===== src/rtl/pwm_ovr_pkg.sv =====
// Package with register map, field positions and encodings for the PWM output override block.
package pwm_ovr_pkg;
    localparam int NUM_CH = 6;
    localparam int NUM_PAIRS = 3;
    localparam int ADDR_W = 4;
    // Register byte offsets on the register bus.
    localparam logic [ADDR_W-1:0] SW_OUTPUT_ENABLE_OFS = 4'h0;
    localparam logic [ADDR_W-1:0] SW_OUTPUT_LEVEL_OFS = 4'h4;
    localparam logic [ADDR_W-1:0] DEADTIME_SAMPLE_STATUS_OFS = 4'h8;
    localparam logic [ADDR_W-1:0] CORRECTION_CONTROL_OFS = 4'hc;
    // Field positions in the correction control register.
    localparam int METHOD_LSB = 4;
    localparam int METHOD_MSB = 5;
    localparam int PAIR_SEL_LSB = 0;
    localparam int PAIR_SEL_MSB = 2;
    // Correction method encodings.
    typedef enum logic [1:0] {
        CORR_NONE = 2'h0,
        CORR_MANUAL = 2'h1,
        CORR_DEADTIME = 2'h2,
        CORR_CYCLE = 2'h3
    } corr_method_e;
    // Reset values.
    localparam logic [NUM_CH-1:0] CH_RESET = 6'h00;
    localparam logic [NUM_PAIRS-1:0] PAIR_RESET = 3'h0;
endpackage


===== src/rtl/pwm_output_override_correction.sv =====
// Output override, deadtime sampling and top/bottom correction stage of a six-channel PWM.
//
// Chosen here: the register addresses and the Wishbone slave port.
`timescale 1ns/1ps
// Functional notes
// - Override enable drives output from level bit.
// - Buffered enable applies at commutation start.
// - Unbuffered set immediate, clear at cycle.
// - Level read gives bit or output.
// - Buffered level bits apply at commutation.
// - Odd complementary channel follows even complement.
// - Sample register read-only, holds sense inputs.
// - Method field selects none, manual, deadtime.
// - Method 11 samples mid or end cycle.
// - Method field unbuffered, applies at once.
// - Pair select picks even or odd value.
// - Pair select buffered to next cycle.
// - Deadtime capture only while both outputs off.
// - Cycle sampling senses at any duty.
// - No correction frees sense inputs as GPIO.
// - Even top, odd bottom; low positive current.
module pwm_output_override_correction (
    input wire logic clk_i,
    input wire logic rst_i,
    // Classic Wishbone slave.
    input wire logic wb_cyc_i,
    input wire logic wb_stb_i,
    input wire logic wb_we_i,
    input wire logic [pwm_ovr_pkg::ADDR_W-1:0] wb_adr_i,
    input wire logic [31:0] wb_dat_i,
    input wire logic [3:0] wb_sel_i,
    output logic [31:0] wb_dat_o,
    output logic wb_ack_o,
    // Generator side.
    input wire logic [pwm_ovr_pkg::NUM_CH-1:0] pwm_gen_i,
    input wire logic complementary_i,
    input wire logic center_aligned_i,
    input wire logic commutation_buffer_enable_i,
    input wire logic commutation_start_i,
    input wire logic cycle_start_i,
    input wire logic half_cycle_i,
    input wire logic deadtime_end_i,
    // Active-low current-sense pins, one per pair.
    input wire logic [pwm_ovr_pkg::NUM_PAIRS-1:0] current_sense_input_n_i,
    // Outputs.
    output logic [pwm_ovr_pkg::NUM_CH-1:0] pwm_o,
    output logic [pwm_ovr_pkg::NUM_PAIRS-1:0] value_odd_select_o,
    output logic [pwm_ovr_pkg::NUM_PAIRS-1:0] sense_gpio_o,
    output logic [1:0] correction_method_o
);
    import pwm_ovr_pkg::*;

    logic [NUM_CH-1:0] ovr_en_buf;
    logic [NUM_CH-1:0] ovr_en_act;
    logic [NUM_CH-1:0] level_buf;
    logic [NUM_CH-1:0] level_act;
    logic [NUM_PAIRS-1:0] pair_sel_buf;
    logic [NUM_PAIRS-1:0] pair_sel_act;
    logic [1:0] method;
    logic [NUM_CH-1:0] deadtime_sense_sample;
    logic [NUM_PAIRS-1:0] even_level;
    logic [NUM_PAIRS-1:0] sense_sync;
    logic [NUM_CH-1:0] next_pwm;
    logic [NUM_PAIRS-1:0] next_value_sel;
    logic [31:0] next_rdata;
    logic bus_req;
    logic wr_en;
    logic wr_level;
    logic wr_corr;

    // Sense pins are asynchronous and pass two flops before any use.
    pwm_sense_sync #(
        .WIDTH(NUM_PAIRS)
    ) u_sense_sync (
        .clk_i(clk_i),
        .rst_i(rst_i),
        .async_i(current_sense_input_n_i),
        .sync_o(sense_sync)
    );

    // A request is taken in the cycle that strobe stands while ack is low; ack follows a cycle later and lasts one cycle.
    assign bus_req = wb_cyc_i && wb_stb_i && !wb_ack_o;
    assign wr_en = bus_req && wb_we_i && wb_sel_i[0] && (wb_adr_i == SW_OUTPUT_ENABLE_OFS);
    assign wr_level = bus_req && wb_we_i && wb_sel_i[0] && (wb_adr_i == SW_OUTPUT_LEVEL_OFS);
    assign wr_corr = bus_req && wb_we_i && wb_sel_i[0] && (wb_adr_i == CORRECTION_CONTROL_OFS);

    // Written override enables sit in a buffer that reads back to software.
    always_ff @(posedge clk_i) begin
        if (rst_i) begin
            ovr_en_buf <= CH_RESET;
        end else if (wr_en) begin
            ovr_en_buf <= wb_dat_i[NUM_CH-1:0];
        end
    end

    // Active enables: commutation start when buffered, else set now and clear at cycle start.
    // A write and a cycle start in the same cycle: written ones set; a written zero clears only if the buffered bit was already zero.
    always_ff @(posedge clk_i) begin
        if (rst_i) begin
            ovr_en_act <= CH_RESET;
        end else if (commutation_buffer_enable_i) begin
            if (commutation_start_i) begin
                ovr_en_act <= ovr_en_buf;
            end
        end else begin
            for (int i = 0; i < NUM_CH; i++) begin
                if (wr_en && wb_dat_i[i]) begin
                    ovr_en_act[i] <= 1'b1;
                end else if (cycle_start_i && !ovr_en_buf[i]) begin
                    ovr_en_act[i] <= 1'b0;
                end
            end
        end
    end

    // Level bits apply at commutation start when buffered, else at once on a write.
    always_ff @(posedge clk_i) begin
        if (rst_i) begin
            level_buf <= CH_RESET;
            level_act <= CH_RESET;
        end else begin
            if (wr_level) begin
                level_buf <= wb_dat_i[NUM_CH-1:0];
            end
            if (!commutation_buffer_enable_i) begin
                level_act <= wr_level ? wb_dat_i[NUM_CH-1:0] : level_buf;
            end else if (commutation_start_i) begin
                level_act <= level_buf;
            end
        end
    end

    // Method is unbuffered; pair selects are buffered to the next cycle start.
    always_ff @(posedge clk_i) begin
        if (rst_i) begin
            method <= CORR_NONE;
            pair_sel_buf <= PAIR_RESET;
            pair_sel_act <= PAIR_RESET;
        end else begin
            if (wr_corr) begin
                method <= wb_dat_i[METHOD_MSB:METHOD_LSB];
                pair_sel_buf <= wb_dat_i[PAIR_SEL_MSB:PAIR_SEL_LSB];
            end
            if (cycle_start_i) begin
                pair_sel_act <= wr_corr ? wb_dat_i[PAIR_SEL_MSB:PAIR_SEL_LSB]
                                        : pair_sel_buf;
            end
        end
    end

    // Sense capture per pair. Both bits of a pair hold the same sampled pin.
    // Deadtime capture needs both outputs low, so no capture happens at 0 or 100 percent duty.
    generate
        for (genvar p = 0; p < NUM_PAIRS; p++) begin : g_sample
            logic take;
            always_comb begin
                case (corr_method_e'(method))
                    CORR_DEADTIME: take = deadtime_end_i && !pwm_gen_i[2*p]
                                          && !pwm_gen_i[2*p+1];
                    CORR_CYCLE: take = center_aligned_i ? half_cycle_i
                                                        : cycle_start_i;
                    default: take = deadtime_end_i && !pwm_gen_i[2*p]
                                    && !pwm_gen_i[2*p+1];
                endcase
            end
            always_ff @(posedge clk_i) begin
                if (rst_i) begin
                    deadtime_sense_sample[2*p+1:2*p] <= '0;
                end else if (take) begin
                    deadtime_sense_sample[2*p+1:2*p] <= {2{sense_sync[p]}};
                end
            end
        end
    endgenerate

    // Output mux: override per channel; an overridden odd channel in complementary mode is its level bit ANDed with the inverse of the even output.
    always_comb begin
        for (int p = 0; p < NUM_PAIRS; p++) begin
            even_level[p] = ovr_en_act[2*p] ? level_act[2*p] : pwm_gen_i[2*p];
            next_pwm[2*p] = even_level[p];
            if (!ovr_en_act[2*p+1]) begin
                next_pwm[2*p+1] = pwm_gen_i[2*p+1];
            end else if (complementary_i) begin
                next_pwm[2*p+1] = level_act[2*p+1] && !even_level[p];
            end else begin
                next_pwm[2*p+1] = level_act[2*p+1];
            end
        end
    end

    // Value register choice: manual uses pair selects; sensed methods use captured polarity.
    // A low sense bit (positive current) picks the even register.
    always_comb begin
        for (int p = 0; p < NUM_PAIRS; p++) begin
            case (corr_method_e'(method))
                CORR_MANUAL: next_value_sel[p] = complementary_i && pair_sel_act[p];
                CORR_DEADTIME: next_value_sel[p] = complementary_i
                                                   && deadtime_sense_sample[2*p];
                CORR_CYCLE: next_value_sel[p] = complementary_i
                                                && deadtime_sense_sample[2*p];
                default: next_value_sel[p] = 1'b0;
            endcase
        end
    end

    // Output flops.
    always_ff @(posedge clk_i) begin
        if (rst_i) begin
            pwm_o <= CH_RESET;
            value_odd_select_o <= PAIR_RESET;
            sense_gpio_o <= PAIR_RESET;
            correction_method_o <= CORR_NONE;
        end else begin
            pwm_o <= next_pwm;
            value_odd_select_o <= next_value_sel;
            correction_method_o <= method;
            // Without correction the pins serve as general inputs.
            sense_gpio_o <= (method == CORR_NONE) ? sense_sync : PAIR_RESET;
        end
    end

    // Read mux; unmapped offsets read zero.
    always_comb begin
        next_rdata = '0;
        case (wb_adr_i)
            SW_OUTPUT_ENABLE_OFS: next_rdata[NUM_CH-1:0] = ovr_en_buf;
            SW_OUTPUT_LEVEL_OFS: begin
                for (int i = 0; i < NUM_CH; i++) begin
                    next_rdata[i] = ovr_en_buf[i] ? level_buf[i] : pwm_o[i];
                end
            end
            DEADTIME_SAMPLE_STATUS_OFS: next_rdata[NUM_CH-1:0] = deadtime_sense_sample;
            CORRECTION_CONTROL_OFS: begin
                next_rdata[METHOD_MSB:METHOD_LSB] = method;
                next_rdata[PAIR_SEL_MSB:PAIR_SEL_LSB] = pair_sel_buf;
            end
            default: next_rdata = '0;
        endcase
    end

    // Bus answer one cycle after the request; writes to read-only space are dropped.
    always_ff @(posedge clk_i) begin
        if (rst_i) begin
            wb_ack_o <= 1'b0;
            wb_dat_o <= '0;
        end else begin
            wb_ack_o <= bus_req;
            wb_dat_o <= bus_req ? next_rdata : '0;
        end
    end

    // Assertions on override enables and level bits.
    a_override_level: assert property (@(posedge clk_i) disable iff (rst_i)
        ovr_en_act[0] |=> pwm_o[0] == $past(level_act[0]))
        else $error("overridden channel 0 does not follow its level bit");
    a_buffered_enable: assert property (@(posedge clk_i) disable iff (rst_i)
        commutation_buffer_enable_i && !commutation_start_i |=> $stable(ovr_en_act))
        else $error("buffered enable changed outside commutation start");
    a_buffered_apply: assert property (@(posedge clk_i) disable iff (rst_i)
        commutation_buffer_enable_i && commutation_start_i
        |=> ovr_en_act == $past(ovr_en_buf))
        else $error("buffered enable not applied at commutation start");
    a_set_immediate: assert property (@(posedge clk_i) disable iff (rst_i)
        !commutation_buffer_enable_i && wr_en && wb_dat_i[0] |=> ovr_en_act[0])
        else $error("unbuffered enable set did not apply at once");
    a_clear_waits: assert property (@(posedge clk_i) disable iff (rst_i)
        !commutation_buffer_enable_i && !cycle_start_i && !wr_en && ovr_en_act[0]
        |=> ovr_en_act[0])
        else $error("enable released before cycle start");
    a_clear_at_cycle: assert property (@(posedge clk_i) disable iff (rst_i)
        !commutation_buffer_enable_i && cycle_start_i && !wr_en && !ovr_en_buf[0]
        |=> !ovr_en_act[0])
        else $error("enable not released at cycle start");
    a_level_held: assert property (@(posedge clk_i) disable iff (rst_i)
        commutation_buffer_enable_i && !commutation_start_i |=> $stable(level_act))
        else $error("buffered level changed outside commutation start");
    // Read-back of the level register depends on the buffered enable.
    a_level_read: assert property (@(posedge clk_i) disable iff (rst_i)
        bus_req && !wb_we_i && wb_adr_i == SW_OUTPUT_LEVEL_OFS && !ovr_en_buf[1]
        |=> wb_dat_o[1] == $past(pwm_o[1]))
        else $error("level read does not show output state");
    a_level_read_ovr: assert property (@(posedge clk_i) disable iff (rst_i)
        bus_req && !wb_we_i && wb_adr_i == SW_OUTPUT_LEVEL_OFS && ovr_en_buf[1]
        |=> wb_dat_o[1] == $past(level_buf[1]))
        else $error("level read does not show the stored bit");
    // An overridden odd channel must never be on together with its even partner when complementary; independent, it follows its level bit.
    a_comp_odd: assert property (@(posedge clk_i) disable iff (rst_i)
        complementary_i && ovr_en_act[1] && !level_act[1] |=> !pwm_o[1])
        else $error("odd channel active with level zero");
    a_comp_mirror: assert property (@(posedge clk_i) disable iff (rst_i)
        complementary_i && ovr_en_act[1] && level_act[1] |=> pwm_o[1] == !pwm_o[0])
        else $error("odd channel is not the complement of its partner");
    a_indep_odd: assert property (@(posedge clk_i) disable iff (rst_i)
        !complementary_i && ovr_en_act[1] |=> pwm_o[1] == $past(level_act[1]))
        else $error("independent odd channel does not follow its level bit");
    // Sense capture and the value register choice.
    a_sample_ro: assert property (@(posedge clk_i) disable iff (rst_i)
        bus_req && wb_we_i && wb_adr_i == DEADTIME_SAMPLE_STATUS_OFS && !deadtime_end_i
        && !half_cycle_i && !cycle_start_i |=> $stable(deadtime_sense_sample))
        else $error("sample register changed by a write");
    a_deadtime_gate: assert property (@(posedge clk_i) disable iff (rst_i)
        method == CORR_DEADTIME && (pwm_gen_i[0] || pwm_gen_i[1])
        |=> deadtime_sense_sample[1:0] == $past(deadtime_sense_sample[1:0]))
        else $error("deadtime sample captured while an output was on");
    a_half_cycle: assert property (@(posedge clk_i) disable iff (rst_i)
        method == CORR_CYCLE && center_aligned_i && !half_cycle_i
        |=> $stable(deadtime_sense_sample))
        else $error("sample taken outside the half cycle");
    a_cycle_sample: assert property (@(posedge clk_i) disable iff (rst_i)
        method == CORR_CYCLE && !center_aligned_i && cycle_start_i
        |=> deadtime_sense_sample[0] == $past(sense_sync[0])
        && deadtime_sense_sample[1] == $past(sense_sync[0]))
        else $error("cycle end sample missed");
    a_sense_select: assert property (@(posedge clk_i) disable iff (rst_i)
        method == CORR_DEADTIME && complementary_i
        |=> value_odd_select_o[0] == $past(deadtime_sense_sample[0]))
        else $error("sensed polarity does not pick the value register");
    // Correction control: method at once, pair selects at the cycle start.
    a_method_now: assert property (@(posedge clk_i) disable iff (rst_i)
        wr_corr |=> method == $past(wb_dat_i[METHOD_MSB:METHOD_LSB]))
        else $error("method write not applied at once");
    a_pair_hold: assert property (@(posedge clk_i) disable iff (rst_i)
        !cycle_start_i |=> $stable(pair_sel_act))
        else $error("pair select changed outside cycle start");
    a_pair_apply: assert property (@(posedge clk_i) disable iff (rst_i)
        cycle_start_i && !wr_corr |=> pair_sel_act == $past(pair_sel_buf))
        else $error("pair select not applied at cycle start");
    a_manual_select: assert property (@(posedge clk_i) disable iff (rst_i)
        method == CORR_MANUAL && complementary_i
        |=> value_odd_select_o == $past(pair_sel_act))
        else $error("manual correction does not follow the pair selects");
    a_no_corr: assert property (@(posedge clk_i) disable iff (rst_i)
        method == CORR_NONE |=> value_odd_select_o == PAIR_RESET)
        else $error("value select active without correction");
    a_gpio_free: assert property (@(posedge clk_i) disable iff (rst_i)
        method == CORR_NONE |=> sense_gpio_o == $past(sense_sync))
        else $error("sense pins not passed on as general inputs");
    a_gpio_blocked: assert property (@(posedge clk_i) disable iff (rst_i)
        method != CORR_NONE |=> sense_gpio_o == PAIR_RESET)
        else $error("sense pins passed on while correction is active");
    // Reset state and the bus handshake.
    a_reset_clear: assert property (@(posedge clk_i)
        rst_i |=> ovr_en_act == CH_RESET && method == CORR_NONE
        && pair_sel_act == PAIR_RESET)
        else $error("reset left override or correction state");
    a_ack_pulse: assert property (@(posedge clk_i) disable iff (rst_i)
        wb_ack_o |=> !wb_ack_o)
        else $error("ack held longer than one cycle");
endmodule // pwm_output_override_correction


===== src/rtl/pwm_sense_sync.sv =====
// Two-flop synchroniser for a vector of pin inputs.
`timescale 1ns/1ps
module pwm_sense_sync #(
    parameter int WIDTH = 3
) (
    input wire logic clk_i,
    input wire logic rst_i,
    input wire logic [WIDTH-1:0] async_i,
    output logic [WIDTH-1:0] sync_o
);
    logic [WIDTH-1:0] meta;

    // The first stage feeds only the second stage to settle metastability.
    always_ff @(posedge clk_i) begin
        if (rst_i) begin
            meta <= '0;
            sync_o <= '0;
        end else begin
            meta <= async_i;
            sync_o <= meta;
        end
    end
endmodule // pwm_sense_sync


===== config.mk =====
export PLATFORM = sky130hd
export DESIGN_NAME = pwm_output_override_correction
export DESIGN_NICKNAME = d
export VERILOG_FILES = /design/src/rtl/pwm_ovr_pkg.sv /design/src/rtl/pwm_output_override_correction.sv /design/src/rtl/pwm_sense_sync.sv
export SDC_FILE = /design/constraint.sdc
export NUM_CORES = 1
export LEC_CHECK = 0
export BUFFER_PORTS_ARGS = -buffer_cell sky130_fd_sc_hd__clkbuf_2
export CORE_UTILIZATION = 35
export CTS_CLUSTER_DIAMETER = 40
export DETAILED_ROUTE_END_ITERATION = 16
export GPL_TIMING_DRIVEN = 0
export PLACE_DENSITY_LB_ADDON = 0.08
export REMOVE_ABC_BUFFERS = 1
export SKIP_CTS_REPAIR_TIMING = 1
export SLEW_MARGIN = 20
export SYNTH_ARGS = -nofsm -noshare
export SYNTH_HDL_FRONTEND = slang
export SYNTH_SLANG_ARGS = --single-unit
export TNS_END_PERCENT = 20

===== constraint.sdc =====
create_clock -name clk_i -period 2.35 [get_ports clk_i]
set_clock_uncertainty 0.1 [all_clocks]
set_input_delay 0 -clock clk_i [delete_from_list [all_inputs] [get_ports clk_i]]
set_output_delay 0 -clock clk_i [all_outputs]
set_load 0.1 [all_outputs]

**Yosys cells after proc, flatten, opt, wreduce, memory -nomap -nowiden**

Index checks and enable logic that the tools add are counted.

- Flip-flop bits (word level): 88
- Input bits: 61
- Output and inout bits: 47
- Logic and storage cells: 143

- Equal/unequal tests: 7
- Mux-type cells: 43
- Bitwise gates (word level): 2
- Reduce and logical (&&, ||, !) cells: 67

Operators by type and width:

| operator | count |
|---|---|
| logical AND 1 bit | 34 |
| 2-to-1 mux 1 bit | 31 |
| 2-to-1 mux 6 bit | 5 |
| nonzero test 3 bit | 6 |
| logical NOT 1 bit | 16 |
| one-hot mux 3 bit (4 select lines) | 1 |
| AND reduction 2 bit | 6 |
| == test 4 bit (second input constant) | 2 |
| one-hot mux 2 bit (4 select lines) | 1 |
| one-hot mux 1 bit (2 select lines) | 3 |
| OR reduction 2 bit | 3 |
| == test 2 bit (second input constant) | 2 |
| == test 4 x 3 -> 1 bit (second input constant) | 1 |
| logical NOT 4 bit | 1 |
| 2-to-1 mux 3 bit | 1 |
| one-hot mux 1 bit (3 select lines) | 1 |
| == test 2 x 1 -> 1 bit (second input constant) | 1 |
| logical NOT 2 bit | 1 |
| inequality test 2 x 1 -> 1 bit (second input constant) | 1 |
| NOT 1 bit | 2 |

**Depth between registers and ports, before layout**

Gate-level depths: netlist of run 1.

- Word-level depth: 8
- Mapped depth: 5
- Gate-level depth less buffers: 3

**Cells and area by module**

A second synthesis of run 1 with hierarchy kept.

- Cells, all modules: 303
- Area, all modules: 2728.9 sq um

By module, submodules not included:

| module | times used | cells each | area an instance (sq um) | sequential area each (sq um) |
|---|---|---|---|---|
| pwm_output_override_correction | 1 | 291 | 2571.2 | 1121.1 |
| pwm_sense_sync | 1 | 12 | 157.7 | 120.1 |

**Worst setup path after synthesis of run 1**

OpenSTA, ideal clock, no wires.

- Path type: flip-flop to flip-flop
- Start: register wb_ack_o
- End: register level_act[2]
- Setup time: 0.091 ns
- Data arrival time: 2.018 ns
- Data required time: 2.159 ns
- Slack: 0.141 ns
- Stages on the path, launching flop included: 5
- Path buffers: 1
- Period minus slack after synthesis: 2.209 ns
- Cells stage by stage: dfxtp_1 nand3b_2 clkbuf_1 o31ai_2 a311oi_1

- Longest elaborated chain between the ends: 7

Ends and longest elaborated chain:

| item | RTL line | text |
|---|---|---|
| from (decl) | pwm_output_override_correction.sv:33 | `output logic wb_ack_o,` |
| from (signal assigned) | pwm_output_override_correction.sv:247 | `wb_ack_o <= bus_req;` |
| logical NOT 1 bit | pwm_output_override_correction.sv:82 | `assign bus_req = wb_cyc_i && wb_stb_i && !wb_ack_o;` |
| logical AND 1 bit | pwm_output_override_correction.sv:82 |  |
| logical AND 1 bit (3 in a row) | pwm_output_override_correction.sv:84 | `assign wr_level = bus_req && wb_we_i && wb_sel_i[0] && (wb_adr_i == SW_OUTPUT_LEVEL_OFS);` |
| 2-to-1 mux 6 bit | n/a |  |
| 2-to-1 mux 6 bit | pwm_output_override_correction.sv:125 | `if (!commutation_buffer_enable_i) begin` |
| to (signal assigned) | pwm_output_override_correction.sv:126 | `level_act <= wr_level ? wb_dat_i[NUM_CH-1:0] : level_buf;` |
| to (signal assigned) | pwm_output_override_correction.sv:128 | `level_act <= level_buf;` |
| to (decl) | pwm_output_override_correction.sv:56 | `logic [NUM_CH-1:0] level_act;` |

Every way passes these cells.
A chain may end at the register's enable or synchronous reset.

**Final worst setup path of run 1**

- Start: register wb_ack_o
- End: register wb_dat_o[3]

- Longest elaborated chain between the ends: 4

Ends and longest elaborated chain:

| item | RTL line | text |
|---|---|---|
| logical NOT 1 bit | pwm_output_override_correction.sv:82 |  |
| logical AND 1 bit | pwm_output_override_correction.sv:82 |  |
| NOT 1 bit (no source line) | n/a |  |
| OR reduction 2 bit (no source line) | n/a |  |
| to (signal assigned) | pwm_output_override_correction.sv:248 | `wb_dat_o <= bus_req ? next_rdata : '0;` |
| to (decl) | pwm_output_override_correction.sv:32 | `output logic [31:0] wb_dat_o,` |

Every way passes these cells.

==> results of run 1 <==
[state kept, by name, indices dropped and copies added, names as in the netlist]
name / cells
level_act: 6
level_buf: 6
ovr_en_act: 6
ovr_en_buf: 6
pwm_o: 6
wb_dat_o: 6
deadtime_sense_sample: 3
pair_sel_act: 3
pair_sel_buf: 3
sense_gpio_o: 3
u_sense_sync.meta: 3
u_sense_sync.sync_o: 3
value_odd_select_o: 3
correction_method_o: 2
method: 2
wb_ack_o: 1
[final cells by class]
class	count	area, um^2	share of cell area (%)
multi-input combinational	218	1490	42.0
sequential	62	1240	34.9
timing repair buffer	69	430	12.1
clock buffer	13	169	4.75
tap	105	131	3.70
clock inverter	3	65.1	1.83
inverter	7	26.3	0.739
[critical path, cell delays in order (launching register included)]
cell	delay (ps)
dfxtp_1	320
nand3b_2	590
or4_1	730
a21oi_1	210
[metal layers]
metal  wire length (um)  vias to the layer above
met5                  0                        -
met4                125                        0
met3                361                       10
met1               3870                     1132
li1                   -                     1208
met2               3240                       79
[cells by family after synthesis]
| family | share of synthesized area [%] |
|---|---|
| other | 0.126 |
| DFF | 41.7 |
| AOI/OAI and AO/OA | 20.7 |
| and+or+nand+nor | 18.3 |
| muxes | 7.87 |
| buffers and inverters | 11.3 |
[metrics by stage]
| step | std cells | hold slack (ps) | worst slack [ps] | power (mW) |
|---|---|---|---|---|
| floorplan | 287 | -30.9 | 180 | 1.44 |
| global placement | 444 | 106 | 347 | 1.55 |
| detailed placement | 444 | 117 | 339 | 1.55 |
| CTS | 460 | -246 | 320 | 2.66 |
| global route | 477 | 12.7 | 228 | 2.75 |
| finish | 477 | -12.2 | 321 | 2.66 |
[synth_stat cells, types with 3 or more instances]
cell type,instances,area [um^2]
a211oi_1,9,67.6
a21oi_1,31,155
a221oi_1,3,26.3
a311oi_1,9,78.8
a31o_1,3,26.3
a32oi_1,3,26.3
and2_1,4,25.0
buf_2,4,20.0
buf_4,26,195
clkbuf_1,19,71.3
dfxtp_1,62,1240
inv_1,7,26.3
mux2i_1,20,200
nand2b_1,16,100
nand3_1,4,20.0
nand3b_1,3,22.5
nand4_1,14,87.6
nor2_1,14,52.6
nor2b_1,15,93.8
o211ai_1,3,22.5
o22a_1,4,35.0
o31ai_1,8,60.1
o31ai_2,6,75.1
[worst min-delay path by stage]
stage	from	to	slack (ps)	cells after the start
final	cycle_start_i	pair_sel_act[2]	-10	2
after global placement	current_sense_input_n_i[1]	u_sense_sync.meta[1]	110	2
after floorplan	rst_i	level_buf[0]	-30	1
after global routing	cycle_start_i	pair_sel_act[0]	10	2
after CTS	current_sense_input_n_i[1]	u_sense_sync.meta[1]	-250	2
after detailed placement	current_sense_input_n_i[1]	u_sense_sync.meta[1]	120	2
[power groups by stage]
stage | logic, mW | registers (mW) | clock network, mW
floorplan | 0.267 | 1.17 | 0
global placement | 0.434 | 1.12 | 0
detailed placement | 0.435 | 1.12 | 0
CTS | 0.435 | 1.09 | 1.14
global route | 0.481 | 1.10 | 1.18
finish | 0.457 | 1.09 | 1.11
==> results.md, run 1 <==
* Sum Neg Setup Slack at 0 ps
* Part of the power in the clock network at 41.8%
* Number of enable flip-flop cells after synthesis at 0
* Initial antenna violation count at 0
* Max-slew violation count at 0
* FP Rows at 33
* WS Path Type: reg -> reg
* Tmin final at 2030 ps
* Relative slew margins at 29.7%
* Final Hold Viols at 3
* DRT iter0 DRCs at 93
* Most Crowded Layer GR: met2
* Port bufs at 52
* Vias at 2429
* Met2 usage at 26.2%
* Crit path DAT at around 2200 ps
* Depth of the most critical reg-to-reg path at 3
* Die area at ~0.009 mm^2
* Crit. End Element: register
* Placed cell areas at 0.00315 mm^2
* Total track usage at 18.2%
* DR pass1 iterations at 4
* Mapped Area at 0.00297 mm^2
* Async SR Flop Fraction at 0%
* Most frequent cells in the layout: dfxtp_1, clkbuf_2, a21oi_1, conb_1, mux2i_1
* Flops & latches, synth at 62
* First-pass GRT wire length at ~12000 um
* Share of layout cells above drive strength 1 at 21.2%
* Maximum fanout along the worst path at 18
* Worst setup startpoint: wb_ack_o
* Pin count of the biggest net entering global routing at 58
* Setup-failing EPs final at 0
* Violated checks: negative hold slack
* DRC violations left at 0
* Filler cell count at 826
* Max clock buf depth at 2
* Max IR drop VDD at 306 uV
* CP Launch Type: register
* Post-DRT Antenna Nets at 0
* Clock Pin Slew Worst Setup and Hold Paths at 70 ps
* DIE HEIGHT at 94.2 um
* Min-delay worst type: in -> reg
* Sequential share of the synthesized area at 41.7%
* Hold_ws at -12.2 ps
* Internal Power at 1.85 mW
* Via density per instance at 5.09
* Final Cycle Share at 86.3%
* CP endpoint: wb_dat_o[3]
* Run status: finished, violations left
* NetSw at 0.814 mW
* Grt ovf at 0
* CTS root buf: clkbuf_8
* Yosys warns at 0
* I/O Pins at 108
* Comb power frac at 17.1%
* Final WL at ~7600 um
* Finished Cell Area at 0.00355 mm^2
* CP required at 2510 ps
* GPL Wtd Cong at about 0.75
* GR Layer Usage met1 at 25.5%
* Num CTS Buffers at 9
* Starting Density at a little over a third
* Slew @ Worst Pin at 1060 ps
* Distinct cells, synth at 43
* Vias in the first global route at 2200
* Die X at roughly 94 um
* CTS tree: done
* Synthesis-to-finish area growth at 19.5%
* Gate Count Post-Synth at 313
* Reg-to-reg slack, setup at roughly 320 ps
* Fin util at 43.3%
* Pleak at 1.37 nW
* Reg power frac at 41.0%
* Antenna Cells at 0
* Core area at 0.00822 mm^2
* Clk sinks at 62
* H-tree depth at 3
* Worst R2R Start: wb_ack_o
* Synth Area per Inst at 9.50 um^2
* Top_reg_cell synth: dfxtp_1
* GR Util met3 at 3.88%
* Max Freq at 0.493 GHz
* Leading cell type in the layout, fill and taps excluded: dfxtp_1
* # nets final at 428
* Wire per inst at approximately 16 um
* Hpwl dp at 5270 um
* Pwr dens at approximately 750 mW/mm^2
* RSZ-0062 raised after global routing: false
* Worst skew pair latency at 340 ps
* R2R Path End: wb_dat_o[3]
* Switching share of power at 30.6%
* Max-Cap Viols at 0
(Power assumes the default switching activity.)
==> run 2: changes to the inputs <==
- CTS_BUF_LIST: not set -> sky130_fd_sc_hd__clkbuf_2 sky130_fd_sc_hd__clkbuf_4 sky130_fd_sc_hd__clkbuf_8
==> run 2 against run 1 <==
The run still ends with negative hold slack left. First-iteration DRC count shrank 4.3%. Routed wire length grew 0.14%. Clock power is essentially flat. Total power grew 0.52%. Clock-buffer cell count is the same. Core utilization is essentially flat. Cell area grew 0.11%. Critical endpoint unchanged.
==> results.md, run 2 (same netlist as run 1, synthesis figures left out) <==
* Run status: finished, violations left
* Violated checks: negative hold slack
* R2R Path End: wb_dat_o[3]
* Internal Power at 1.86 mW
* Max-Cap Viols at 0
* Antenna Cells at 0
* FP Rows at 33
* Hpwl dp at ~5300 um
* Max IR drop VDD at 306 uV
* Port bufs at 52
* Max-slew violation count at 0
* Initial antenna violation count at 0
* CTS root buf: clkbuf_8
* Pwr dens at 753 mW/mm^2
* Relative slew margins at between 20% and 30%
* Pleak at 1.38 nW
* Via density per instance at 5.10
* CP max stage cell: or4_1
* GPL Wtd Cong at 0.750
* Pin count of the biggest net entering global routing at just under 60
* CP Launch Type: register
* Grt ovf at 0
* Final WL at 7610 um
* Crit path DAT at 2190 ps
* Placed Instances at 444
* CP endpoint: wb_dat_o[3]
* CP Depth at 3
* Max Freq at approximately 0.49 GHz
* # nets final at 428
* Num CTS Buffers at 9
* DRC violations left at 0
* Fin util at 43.3%
* Final Hold Viols at 2
* Final Cycle Share at between 80% and 90%
* Core area at 0.00822 mm^2
* DIE HEIGHT at 94.2 um
* Slew @ Worst Pin at approximately 1100 ps
* Reg power frac at 40.8%
* Wire per inst at between 15 and 20 um
* Cell family with most CP delay: simple AND/OR/NAND/NOR gates
* Worst R2R Start: wb_ack_o
* DRT iter0 DRCs at around 90
* Worst setup startpoint: wb_ack_o
* CP required at 2510 ps
* Worst skew pair latency at 350 ps
* Maximum fanout along the worst path at 18
* Depth of the most critical reg-to-reg path at 3
* Synthesis-to-finish area growth at 19.6%
* H-tree depth at 3
* Overall power at 2.68 mW
* CTS tree: done
* Most frequent cells in the layout: dfxtp_1, clkbuf_2, a21oi_1, conb_1, mux2i_1
* Share of layout cells above drive strength 1 at 21.5%
* Max clock buf depth at 2
* Post-DRT Antenna Nets at 0
* Switching share of power at 30.5%
* Finished Layout Cells at 477
* Reg-to-reg slack, setup at 320 ps
* Clk sinks at 62
* DR pass1 iterations at 4
* First-pass GRT wire length at 11900 um
* Setup-failing EPs final at 0
* Comb power frac at 17.1%
* WS Path Type: reg -> reg
* Starting Density at 36.2%
* Critical path buffer and inverter count at 0
* Crit. End Element: register
* Crit path cell chain: nand3b_2 > or4_1 > a21oi_1
* Die area at 0.00887 mm^2
* Die X at roughly 94 um
* Total track usage at 18.2%
* Hold_ws at -6.58 ps
* Tmin final at 2030 ps
* Vias in the first global route at 2195
* Vias at 2433
* CP peak stage delay at 730 ps
* Part of the power in the clock network at 42.1%
* RSZ-0062 raised after global routing: false
* I/O Pins at about 110
* Min-delay worst type: in -> reg
* Leading cell type in the layout, fill and taps excluded: dfxtp_1
* Sum Neg Setup Slack at 0 ps
* Clock Pin Slew Worst Setup and Hold Paths at 70 ps
* NetSw at 0.816 mW
* Filler cell count at 828
## run 2: cell count changes in the layout (fill, tap and decap cells not counted)
cell and delta:
clkbuf_1 -1, clkbuf_4 +1
## run 2: power by group through the flow
stage | clock network, mW | registers [mW] | logic, mW
2_1_floorplan | 0 | 1.17 | 0.267
6_report | 1.13 | 1.09 | 0.457
5_1_grt | 1.19 | 1.10 | 0.481
4_1_cts | 1.15 | 1.09 | 0.435
3_5_place_dp | 0 | 1.12 | 0.435
3_3_place_gp | 0 | 1.12 | 0.434
## run 2: layer usage
| layer | up-vias | track usage [%] | share of wire (%) |
|---|---|---|---|
| met5 | - | 0 | 0 |
| met1 | 1138 | 25.6 | 51 |
| met2 | 75 | 26.2 | 43 |
| li1 | 1210 | - | - |
| met3 | 10 | 3.88 | 4.4 |
| met4 | 0 | 8.33 | 1.6 |
## run 2: worst min path at each step
stage | start | end | slack (ps) | cells after the start
floorplan | rst_i | level_buf[0] | -30 | 1
global placement | current_sense_input_n_i[1] | u_sense_sync.meta[1] | 110 | 2
detailed placement | current_sense_input_n_i[1] | u_sense_sync.meta[1] | 120 | 2
CTS | current_sense_input_n_i[1] | u_sense_sync.meta[1] | -250 | 2
global route | cycle_start_i | pair_sel_act[0] | 10 | 2
finish | cycle_start_i | pair_sel_act[2] | -7 | 2
## run 2: stage by stage
step	area (um^2)	worst slack, ps	hold slack [ps]
2_1_floorplan	2760	180	-30.9
3_3_place_gp	3150	347	106
3_5_place_dp	3150	339	117
4_1_cts	3390	320	-246
5_1_grt	3560	228	12.7
6_report	3560	320	-6.58
## run 2: cell type report
type                            instances  area (um^2)  area share (%)
Multi-Input combinational cell        218         1490            41.9
Sequential cell                        62         1240            34.9
Timing Repair Buffer                   69          430            12.1
Clock buffer                           13          173            4.85
Tap cell                              105          131            3.69
Clock inverter                          3         65.1            1.83
Inverter                                7         26.3           0.738
